--- config.mk ---
export PLATFORM = sky130hd
export DESIGN_NAME = epsir_regs
export DESIGN_NICKNAME = d
export VERILOG_FILES = /design/src/rtl/epsir_pkg.sv /design/src/rtl/epsir_regs.sv /design/src/rtl/epsir_irq_gate.sv /design/src/rtl/epsir_buf_decode.sv
export VERILOG_INCLUDE_DIRS = /design/src /design/src/rtl
export SDC_FILE = /design/constraint.sdc
export NUM_CORES = 1
export LEC_CHECK = 0
export BUFFER_PORTS_ARGS = -buffer_cell sky130_fd_sc_hd__buf_2
export CAP_MARGIN = 10
export CORE_UTILIZATION = 30
export DETAILED_ROUTE_END_ITERATION = 7
export GPL_TIMING_DRIVEN = 0
export PLACE_DENSITY = 0.58
export SYNTH_ARGS = -nofsm -noshare
export SYNTH_HDL_FRONTEND = slang
export SYNTH_HIERARCHICAL = 1
export SYNTH_SLANG_ARGS = --single-unit
--- constraint.sdc ---
create_clock -name clock -period 1.77 [get_ports clock]
set_input_delay 0.0885 -clock clock [delete_from_list [all_inputs] [get_ports clock]]
set_output_delay 0.0885 -clock clock [all_outputs]
set_load 0.005 [all_outputs]
--- src/rtl/epsir_defs.svh ---
// offsets, field positions, reset values and timing counts of the endpoint select block
`ifndef EPSIR_DEFS_SVH
`define EPSIR_DEFS_SVH
// ==================================================
// register offsets (byte addresses)
`define EPSIR_OFF_CTRL_FUNC   8'h28
`define EPSIR_OFF_EP_SELECT   8'h2C
`define EPSIR_OFF_IRQ_MASK    8'h18
`define EPSIR_OFF_IRQ_STATUS  8'h1C
// ==================================================
// interrupt enable mask fields
`define EPSIR_IE_EP_LO        12
`define EPSIR_IE_EP_HI        25
`define EPSIR_IE_CTRL_IN      11
`define EPSIR_IE_CTRL_OUT     10
`define EPSIR_IE_SETUP        8
`define EPSIR_IE_SUPPLY       7
`define EPSIR_IE_DMA          6
`define EPSIR_IE_SPEED        5
`define EPSIR_IE_RESUME       4
`define EPSIR_IE_SUSPEND      3
`define EPSIR_IE_PSOF         2
`define EPSIR_IE_SOF          1
`define EPSIR_IE_BRST         0
`define EPSIR_IE_WRITABLE     32'h03FF_FDFF
`define EPSIR_IE_RESET        32'h0000_0000
// ==================================================
// endpoint select fields
`define EPSIR_SEL_SETUP       5
`define EPSIR_SEL_NUM_HI      4
`define EPSIR_SEL_NUM_LO      1
`define EPSIR_SEL_DIR         0
`define EPSIR_SEL_RESET       8'h20
// ==================================================
// control function fields
`define EPSIR_CF_CLEAR_BUFFER        4
`define EPSIR_CF_VALID        3
`define EPSIR_CF_DATA_STAGE_ENABLE         2
`define EPSIR_CF_STATUS       1
`define EPSIR_CF_STALL        0
`define EPSIR_CF_RESET        5'h00
// ==================================================
// host-side settle times after an endpoint select write
`define EPSIR_RD_SETTLE_NS    190
`define EPSIR_WR_SETTLE_NS    100
`define EPSIR_CLK_NS          10
`endif

--- src/rtl/epsir_pkg.sv ---
// types of the endpoint select and interrupt enable block
package epsir_pkg;
    typedef enum logic [2:0]
    {
        EPSIR_BUF_SETUP,
        EPSIR_BUF_CTRL_OUT,
        EPSIR_BUF_CTRL_IN,
        EPSIR_BUF_DATA_OUT,
        EPSIR_BUF_DATA_IN
    } epsir_buf_t;
endpackage

--- src/rtl/epsir_regs.sv ---
// endpoint select, control function and interrupt enable registers
`timescale 1ns/1ps
`include "epsir_defs.svh"
module epsir_regs
    import epsir_pkg::*;
(
    input  wire logic        clock,
    input  wire logic        reset,
    input  wire logic        bus_reset,
    input  wire logic [7:0]  address,
    input  wire logic [31:0] write_data,
    input  wire logic        write_strobe,
    input  wire logic        read_strobe,
    output logic      [31:0] read_data,
    input  wire logic [31:0] event_in,
    input  wire logic        data_stage_done,
    input  wire logic        status_stage_done,
    input  wire logic        setup_token,
    input  wire logic        rx_read_empty,
    input  wire logic        tx_full_packet,
    output logic      [7:0]  endpoint_select,
    output epsir_buf_t       buffer_kind,
    output logic             select_setup_misuse,
    output logic             clear_buffer_pulse,
    output logic             validate_packet_pulse,
    output logic             data_stage_enable,
    output logic             status_ack,
    output logic             stall,
    output logic             data_stage_nak,
    output logic             status_stage_nak,
    output logic             irq
);
    // ==================================================
    // decode
    logic wr_sel;
    logic wr_cf;
    logic wr_mask;
    logic wr_stat;
    assign wr_sel  = write_strobe && address == `EPSIR_OFF_EP_SELECT;
    assign wr_cf   = write_strobe && address == `EPSIR_OFF_CTRL_FUNC;
    assign wr_mask = write_strobe && address == `EPSIR_OFF_IRQ_MASK;
    assign wr_stat = write_strobe && address == `EPSIR_OFF_IRQ_STATUS;

    // ==================================================
    // interrupt enable mask
    logic [31:0] mask_q;
    always_ff @(posedge clock)
    begin
        if (reset)
            mask_q <= `EPSIR_IE_RESET;
        else if (wr_mask)
            mask_q <= write_data & `EPSIR_IE_WRITABLE;
    end

    // ==================================================
    // endpoint select
    logic [5:0] sel_q;
    always_ff @(posedge clock)
    begin
        if (reset)
            sel_q <= 6'(`EPSIR_SEL_RESET);
        else if (wr_sel)
            sel_q <= write_data[5:0];
        else if (bus_reset)
            sel_q <= {sel_q[`EPSIR_SEL_SETUP], 5'h00};
    end
    assign endpoint_select = {2'b00, sel_q};

    // ==================================================
    // control function; clear and validate are command pulses
    localparam logic [4:0] CF_RST = `EPSIR_CF_RESET;
    logic       clear_buffer_q;
    logic       valid_q;
    logic       data_stage_enable_q;
    logic       ack_q;
    logic       stall_q;
    logic [4:0] cf_q;
    assign cf_q = {clear_buffer_q, valid_q, data_stage_enable_q, ack_q, stall_q};

    always_ff @(posedge clock)
    begin
        if (reset || bus_reset)
            clear_buffer_q <= CF_RST[`EPSIR_CF_CLEAR_BUFFER];
        else
            clear_buffer_q <= wr_cf && write_data[`EPSIR_CF_CLEAR_BUFFER];
    end

    always_ff @(posedge clock)
    begin
        if (reset || bus_reset)
            valid_q <= CF_RST[`EPSIR_CF_VALID];
        else
            valid_q <= wr_cf && write_data[`EPSIR_CF_VALID];
    end

    // firmware set wins over a hardware clear in the same cycle
    always_ff @(posedge clock)
    begin
        if (reset || bus_reset)
            data_stage_enable_q <= CF_RST[`EPSIR_CF_DATA_STAGE_ENABLE];
        else if (wr_cf && write_data[`EPSIR_CF_DATA_STAGE_ENABLE])
            data_stage_enable_q <= 1'b1;
        else if (data_stage_done)
            data_stage_enable_q <= 1'b0;
    end

    always_ff @(posedge clock)
    begin
        if (reset || bus_reset)
            ack_q <= CF_RST[`EPSIR_CF_STATUS];
        else if (wr_cf && write_data[`EPSIR_CF_STATUS])
            ack_q <= 1'b1;
        else if (status_stage_done || setup_token)
            ack_q <= 1'b0;
    end

    // stall only moves on a control function write or a bus reset
    always_ff @(posedge clock)
    begin
        if (reset || bus_reset)
            stall_q <= CF_RST[`EPSIR_CF_STALL];
        else if (wr_cf)
            stall_q <= write_data[`EPSIR_CF_STALL];
    end

    // ==================================================
    // buffer side outputs, registered
    always_ff @(posedge clock)
    begin
        if (reset)
        begin
            clear_buffer_pulse    <= 1'b0;
            validate_packet_pulse <= 1'b0;
            data_stage_nak        <= 1'b1;
            status_stage_nak      <= 1'b1;
        end
        else
        begin
            clear_buffer_pulse    <= cf_q[`EPSIR_CF_CLEAR_BUFFER] || rx_read_empty;
            validate_packet_pulse <= cf_q[`EPSIR_CF_VALID] || tx_full_packet;
            data_stage_nak        <= !cf_q[`EPSIR_CF_DATA_STAGE_ENABLE];
            status_stage_nak      <= !cf_q[`EPSIR_CF_STATUS];
        end
    end
    assign data_stage_enable = cf_q[`EPSIR_CF_DATA_STAGE_ENABLE];
    assign status_ack        = cf_q[`EPSIR_CF_STATUS];
    assign stall             = cf_q[`EPSIR_CF_STALL];

    // ==================================================
    // interrupt and decode submodules
    logic [31:0] status_bits;
    epsir_irq_gate #(.WIDTH(32)) u_irq
    (
        .clock      (clock),
        .reset      (reset),
        .event_in   (event_in & `EPSIR_IE_WRITABLE),
        .clear_bits (wr_stat ? write_data : 32'h0000_0000),
        .mask       (mask_q),
        .status_q   (status_bits),
        .irq_q      (irq)
    );

    epsir_buf_decode u_dec
    (
        .clock        (clock),
        .reset        (reset),
        .select       ({2'b00, sel_q}),
        .buf_kind_q   (buffer_kind),
        .select_bad_q (select_setup_misuse)
    );

    // ==================================================
    // read port, data valid one cycle after the strobe
    always_ff @(posedge clock)
    begin
        if (reset)
            read_data <= 32'h0000_0000;
        else if (read_strobe)
        begin
            case (address)
                `EPSIR_OFF_IRQ_MASK:   read_data <= mask_q;
                `EPSIR_OFF_IRQ_STATUS: read_data <= status_bits;
                `EPSIR_OFF_EP_SELECT:  read_data <= {26'h0, sel_q};
                // data stage enable always reads back zero
                `EPSIR_OFF_CTRL_FUNC:  read_data <= {27'h0, cf_q & 5'h03};
                default:               read_data <= 32'h0000_0000;
            endcase
        end
        else
            read_data <= 32'h0000_0000;
    end

    // ==================================================
    // checks on mask and select
    a_mask_reserved : assert property (@(posedge clock) disable iff (reset)
        (mask_q[31:26] == 6'h00) && !mask_q[9])
        else $error("reserved mask bit set");
    a_mask_write : assert property (@(posedge clock) disable iff (reset)
        wr_mask |=> (mask_q == ($past(write_data) & `EPSIR_IE_WRITABLE)))
        else $error("mask write not stored");
    a_mask_holds : assert property (@(posedge clock) disable iff (reset)
        !wr_mask |=> $stable(mask_q))
        else $error("mask changed without a write");
    a_bus_reset_keeps : assert property (@(posedge clock) disable iff (reset)
        (bus_reset && !wr_sel) |=> (sel_q[4:0] == 5'h00
            && sel_q[5] == $past(sel_q[5])))
        else $error("bus reset select handling wrong");
    a_select_write : assert property (@(posedge clock) disable iff (reset)
        wr_sel |=> (sel_q == $past(write_data[5:0])))
        else $error("select write not stored");
    a_select_reset_val : assert property (@(posedge clock)
        $fell(reset) |-> (sel_q == 6'h20))
        else $error("select reset value wrong");

    // ==================================================
    // checks on the control function bits and the masked interrupt
    a_data_stage_enable_set : assert property (@(posedge clock) disable iff (reset)
        (wr_cf && write_data[`EPSIR_CF_DATA_STAGE_ENABLE] && !bus_reset) |=> data_stage_enable)
        else $error("data stage enable not set");
    a_data_stage_enable_done : assert property (@(posedge clock) disable iff (reset)
        (data_stage_done && !wr_cf) |=> !data_stage_enable)
        else $error("data stage enable not cleared");
    a_data_stage_enable_nak : assert property (@(posedge clock) disable iff (reset)
        !data_stage_enable |=> data_stage_nak)
        else $error("data stage not refused");
    a_status_set : assert property (@(posedge clock) disable iff (reset)
        (wr_cf && write_data[`EPSIR_CF_STATUS] && !bus_reset) |=> status_ack)
        else $error("status bit not set");
    a_status_clears : assert property (@(posedge clock) disable iff (reset)
        (setup_token && !wr_cf) |=> !status_ack)
        else $error("status bit not cleared on setup");
    a_status_done : assert property (@(posedge clock) disable iff (reset)
        (status_stage_done && !wr_cf) |=> !status_ack)
        else $error("status bit not cleared on completion");
    a_status_nak : assert property (@(posedge clock) disable iff (reset)
        !status_ack |=> status_stage_nak)
        else $error("status stage not refused");
    a_stall_write : assert property (@(posedge clock) disable iff (reset)
        (wr_cf && !bus_reset) |=> (stall == $past(write_data[`EPSIR_CF_STALL])))
        else $error("stall write not stored");
    a_stall_holds : assert property (@(posedge clock) disable iff (reset)
        (!wr_cf && !bus_reset) |=> $stable(stall))
        else $error("stall changed without a write");
    a_ctrl_bus_reset : assert property (@(posedge clock) disable iff (reset)
        bus_reset |=> (cf_q == `EPSIR_CF_RESET))
        else $error("control bits not cleared by bus reset");
    a_clear_pulse : assert property (@(posedge clock) disable iff (reset || bus_reset)
        (wr_cf && write_data[4]) |=> ##1 clear_buffer_pulse)
        else $error("clear buffer not issued");
    a_clear_auto : assert property (@(posedge clock) disable iff (reset)
        rx_read_empty |=> clear_buffer_pulse)
        else $error("receive buffer not cleared after full read");
    a_validate_pulse : assert property (@(posedge clock) disable iff (reset || bus_reset)
        (wr_cf && write_data[3]) |=> ##1 validate_packet_pulse)
        else $error("validate not issued");
    a_validate_auto : assert property (@(posedge clock) disable iff (reset)
        tx_full_packet |=> validate_packet_pulse)
        else $error("full packet not validated");
    a_irq_masked : assert property (@(posedge clock) disable iff (reset)
        (mask_q == 32'h0000_0000) |=> !irq)
        else $error("interrupt raised with every source masked");

    // ==================================================
    // checks on the read port
    a_data_stage_enable_reads_zero : assert property (@(posedge clock) disable iff (reset)
        ($past(read_strobe) && $past(address) == `EPSIR_OFF_CTRL_FUNC) |-> !read_data[2])
        else $error("data stage enable read back");
    a_ctrl_read : assert property (@(posedge clock) disable iff (reset)
        ($past(read_strobe) && $past(address) == `EPSIR_OFF_CTRL_FUNC)
            |-> (read_data == {30'h0, $past(cf_q[1:0])}))
        else $error("control function read wrong");
    a_select_read : assert property (@(posedge clock) disable iff (reset)
        ($past(read_strobe) && $past(address) == `EPSIR_OFF_EP_SELECT)
            |-> (read_data == {26'h0, $past(sel_q)}))
        else $error("select read wrong");
    a_mask_read : assert property (@(posedge clock) disable iff (reset)
        ($past(read_strobe) && $past(address) == `EPSIR_OFF_IRQ_MASK)
            |-> (read_data == $past(mask_q)))
        else $error("mask read wrong");
endmodule // epsir_regs

--- src/rtl/epsir_irq_gate.sv ---
// interrupt event recorder and mask gate
`timescale 1ns/1ps
`include "epsir_defs.svh"
module epsir_irq_gate
    import epsir_pkg::*;
#(
    parameter int WIDTH = 32
)
(
    input  wire logic             clock,
    input  wire logic             reset,
    input  wire logic [WIDTH-1:0] event_in,
    input  wire logic [WIDTH-1:0] clear_bits,
    input  wire logic [WIDTH-1:0] mask,
    output logic      [WIDTH-1:0] status_q,
    output logic                  irq_q
);
    // ==================================================
    // sticky recording; masked events are still kept
    always_ff @(posedge clock)
    begin
        if (reset)
            status_q <= '0;
        else
            status_q <= (status_q & ~clear_bits) | event_in;
    end

    always_ff @(posedge clock)
    begin
        if (reset)
            irq_q <= 1'b0;
        else
            irq_q <= |(status_q & mask);
    end

    a_irq_gated_by_mask : assert property (@(posedge clock) disable iff (reset)
        irq_q |-> |($past(status_q) & $past(mask)))
        else $error("interrupt raised without an enabled event");
    a_event_is_sticky : assert property (@(posedge clock) disable iff (reset)
        (event_in[0] |=> status_q[0]))
        else $error("event bit not recorded");
endmodule // epsir_irq_gate

--- src/rtl/epsir_buf_decode.sv ---
// decode of the endpoint select byte into a buffer kind
`timescale 1ns/1ps
`include "epsir_defs.svh"
module epsir_buf_decode
    import epsir_pkg::*;
(
    input  wire logic       clock,
    input  wire logic       reset,
    input  wire logic [7:0] select,
    output epsir_buf_t      buf_kind_q,
    output logic            select_bad_q
);
    logic       setup_bit;
    logic [3:0] ep_num;
    logic       dir_bit;
    epsir_buf_t buf_kind_d;
    assign setup_bit = select[`EPSIR_SEL_SETUP];
    assign ep_num    = select[`EPSIR_SEL_NUM_HI:`EPSIR_SEL_NUM_LO];
    assign dir_bit   = select[`EPSIR_SEL_DIR];

    // ==================================================
    always_comb
    begin
        if (ep_num != 4'h0)
            buf_kind_d = dir_bit ? EPSIR_BUF_DATA_IN : EPSIR_BUF_DATA_OUT;
        else if (setup_bit)
            buf_kind_d = EPSIR_BUF_SETUP;
        else
            buf_kind_d = dir_bit ? EPSIR_BUF_CTRL_IN : EPSIR_BUF_CTRL_OUT;
    end

    always_ff @(posedge clock)
    begin
        if (reset)
        begin
            buf_kind_q   <= EPSIR_BUF_SETUP;
            select_bad_q <= 1'b0;
        end
        else
        begin
            buf_kind_q   <= buf_kind_d;
            // setup bit only legal with index 0, OUT
            select_bad_q <= setup_bit && (ep_num != 4'h0 || dir_bit);
        end
    end

    a_setup_decode : assert property (@(posedge clock) disable iff (reset)
        (select[5:0] == 6'h20) |=> (buf_kind_q == EPSIR_BUF_SETUP))
        else $error("setup buffer not decoded");
endmodule // epsir_buf_decode

==> out/results.txt <==
First-pass GRT wire length - 21300 microns
Synthesized area - 0.00440 sq mm
CP max stage cell - nor4b_4
DP HPWL - 9870 microns
Width of the die - 123 microns
WP data arrival - 1.73 ns
Post-synth EDFFs - 0
Antenna cells - 0
FMAX - 0.687 GHz
Residual DRC count - 0
Chip Height - 123 microns
Async SR Flop Fraction - 0%
Root Driver - clkbuf_16
Min Tclk post-route - 1.46 ns
Starting Density - 31.2%
Final wirelength - 13800 microns
Worst setup margin - 0.314 ns
Power Density - 820 mW/mm^2
Synthesized flop and latch total - 109
YS warnings - 6
GP Congestion - 0.841
CTS Buf Count - 9
Sink Count - 109
Worst relative slew slack - 38.6%
CP Max Fanout - 10
Wire per inst - 15.9 microns
Most common cell after layout, fill and taps aside - buf_2
Die Area - 0.0152 sq mm
Most frequent cells in the layout - 127 x buf_2, 109 x dfxtp_1, 65 x a21oi_1
Setup_tns - 0 ns
Total GRT Usage - 19.1%
Synth area leaders - dfxtp_1 50%, a21oi_1 7.4%, and3_1 5.3%, nand2_1 5.1%, nor2_1 4.4%
Worst hold path class - input port to register
Antenna viol nets, final - 0
Yosys cell types - 40
Top-area cell type share of the netlist area - 49.6%
Worst-path cell chain - buf_2 -> nor4b_4 -> o211ai_1 -> buf_2 -> nor2_1
Crit. End Element - register
Mapped Cells - 488
Register area share after synthesis - 49.6%
Setup-failing EPs final - 0
CTS tree - built
Worst hold slack - 0.0173 ns
Worst slew pin tran - 0.917 ns
Via density - 4.74
Layout cell share with drive strength beyond 1 - 27.4%
GR Overflow Total - 0
Data required time of the worst path - 2.05 ns
Worst-skew pair later-pin latency - 0.35 ns
Syn_area_per_cell - 9.02 sq um
CTS HTree Levels - 3
Core area - 0.0141 sq mm
Io pins - 134
Site Rows - 43
Leading area contributor after synthesis - dfxtp_1
Final worst-path cycle share - 82.2%
Startpoint types - input port
Status - finished clean
Syn-to-layout area delta - 38.0%
Skew final - 0.00630 ns
Slowest stage delay, CP - 0.47 ns
RSZ-0062 raised after global routing - false
Hold Fails Final Rpt - 0
Most used cell, CP - buf_2
Vias in the first global route - 4020
Largest net degree at the start of global routing - 16
Drt first pass iters - 5
Leakage - 2.55 nW
Slew Limit Fails - 0
Clock buffer depth - 2
Most used flip-flop cell after synthesis - dfxtp_1
CTS clock-pin slew for the worst setup and hold paths - 0.07 ns
Antenna violations before repair - 0
Port Buf Inserts - 123
Post-CTS resize count - 0
DP Worst Slack - -0.0212 ns
Peak supply drop - 446 uV
# fillers - 1406
WS Path Type - input port to register
Final net count - 767
Starting DRT DRC Count - 273
Total of max-cap violations - 0
Routed vias - 4117
## metal layers
metal | track usage, % | vias up | routed length (microns)
li1 | - | 2034 | -
met1 | 24.5 | 1906 | 6150
met2 | 31.3 | 161 | 6480
met3 | 4.94 | 16 | 960
met4 | 5.72 | 0 | 214
met5 | 0 | - | 0
## metrics by stage
step	instances	util [%]	area [sq um]	total power, mW
floorplan	503	-	4460	2.72
global placement	806	37.6	5300	2.89
detailed placement	806	37.6	5300	2.90
CTS	869	43.1	6070	5.03
global route	869	43.1	6070	5.16
finish	869	43.1	6070	4.98
## cell type report
class / instances / area [sq um] / area share, %
Sequential cell: 109 / 2180 / 35.9
Multi-Input combinational cell: 328 / 1900 / 31.3
Timing Repair Buffer: 171 / 1100 / 18.1
Clock buffer: 14 / 264 / 4.35
Buffer: 32 / 249 / 4.10
Tap cell: 180 / 225 / 3.71
Inverter: 34 / 128 / 2.10
Clock inverter: 1 / 30.0 / 0.495
## synth_stat cells (2+ instances only)
library cell	number
buf_2	4
nand2_1	60
dfxtp_1	109
and3_1	37
inv_1	34
nand3_1	2
a21oi_2	2
a22oi_2	14
a22oi_1	25
nand2b_1	3
buf_4	4
buf_12	4
clkbuf_2	2
nor4b_4	3
clkbuf_1	13
a22o_2	2
nor3_1	4
a222oi_1	3
nor2_1	51
nand3b_1	6
and2_1	8
nor2_2	10
a21oi_1	65
nand4_1	4
buf_6	4
## sequential cells by signal, summed over array words and instances, names as in the netlist, 3 cells and up
register	count
u_irq/status_q	32
u_dec/buf_kind_q	3
sel_q	6
read_data	32
mask_q	25
## kinds of logic (layout without fill, tap and decap cells)
group / Yosys count / in the layout / share of synthesized area, %
and+or+nand+nor: 196 / 196 / 23.4
AOI/OAI and AO/OA: 114 / 114 / 17.8
DFF: 109 / 109 / 49.6
buffers and inverters: 66 / 252 / 8.56
muxes: 2 / 2 / 0.569
other: 1 / 16 / 0.0852
## final timing paths
path | startpoint | end | slack, ns | cells after the start
worst min-delay path | bus_reset | stall | 0.02 | 2
worst max-delay path | address[5] | read_data[25] | 0.31 | 5
worst max register to register | mask_q[4] | u_irq/irq_q | 0.45 | 3
worst min register to register | data_stage_enable | data_stage_nak | 0.41 | 1
## what timing repair did
action / CTS / global route
endpoints found under the hold margin: 48 / 0
buffers inserted: 0 / 0
hold buffers: 48 / 0
## worst max-delay path, delay by kind of cell
kind	cells	cell delay (ns)
buf+inv	2	0.50
compound gates	1	0.47
simple gates	2	0.65
## where the power goes
part           leakage (nW)  internal, mW  switching, mW  total [mW]
combinational          1.52         0.192          0.175       0.367
clock                 0.143          1.17          0.880        2.05
sequential            0.889          2.51         0.0526        2.56
Note: power is estimated with default switching activity, not from simulation.
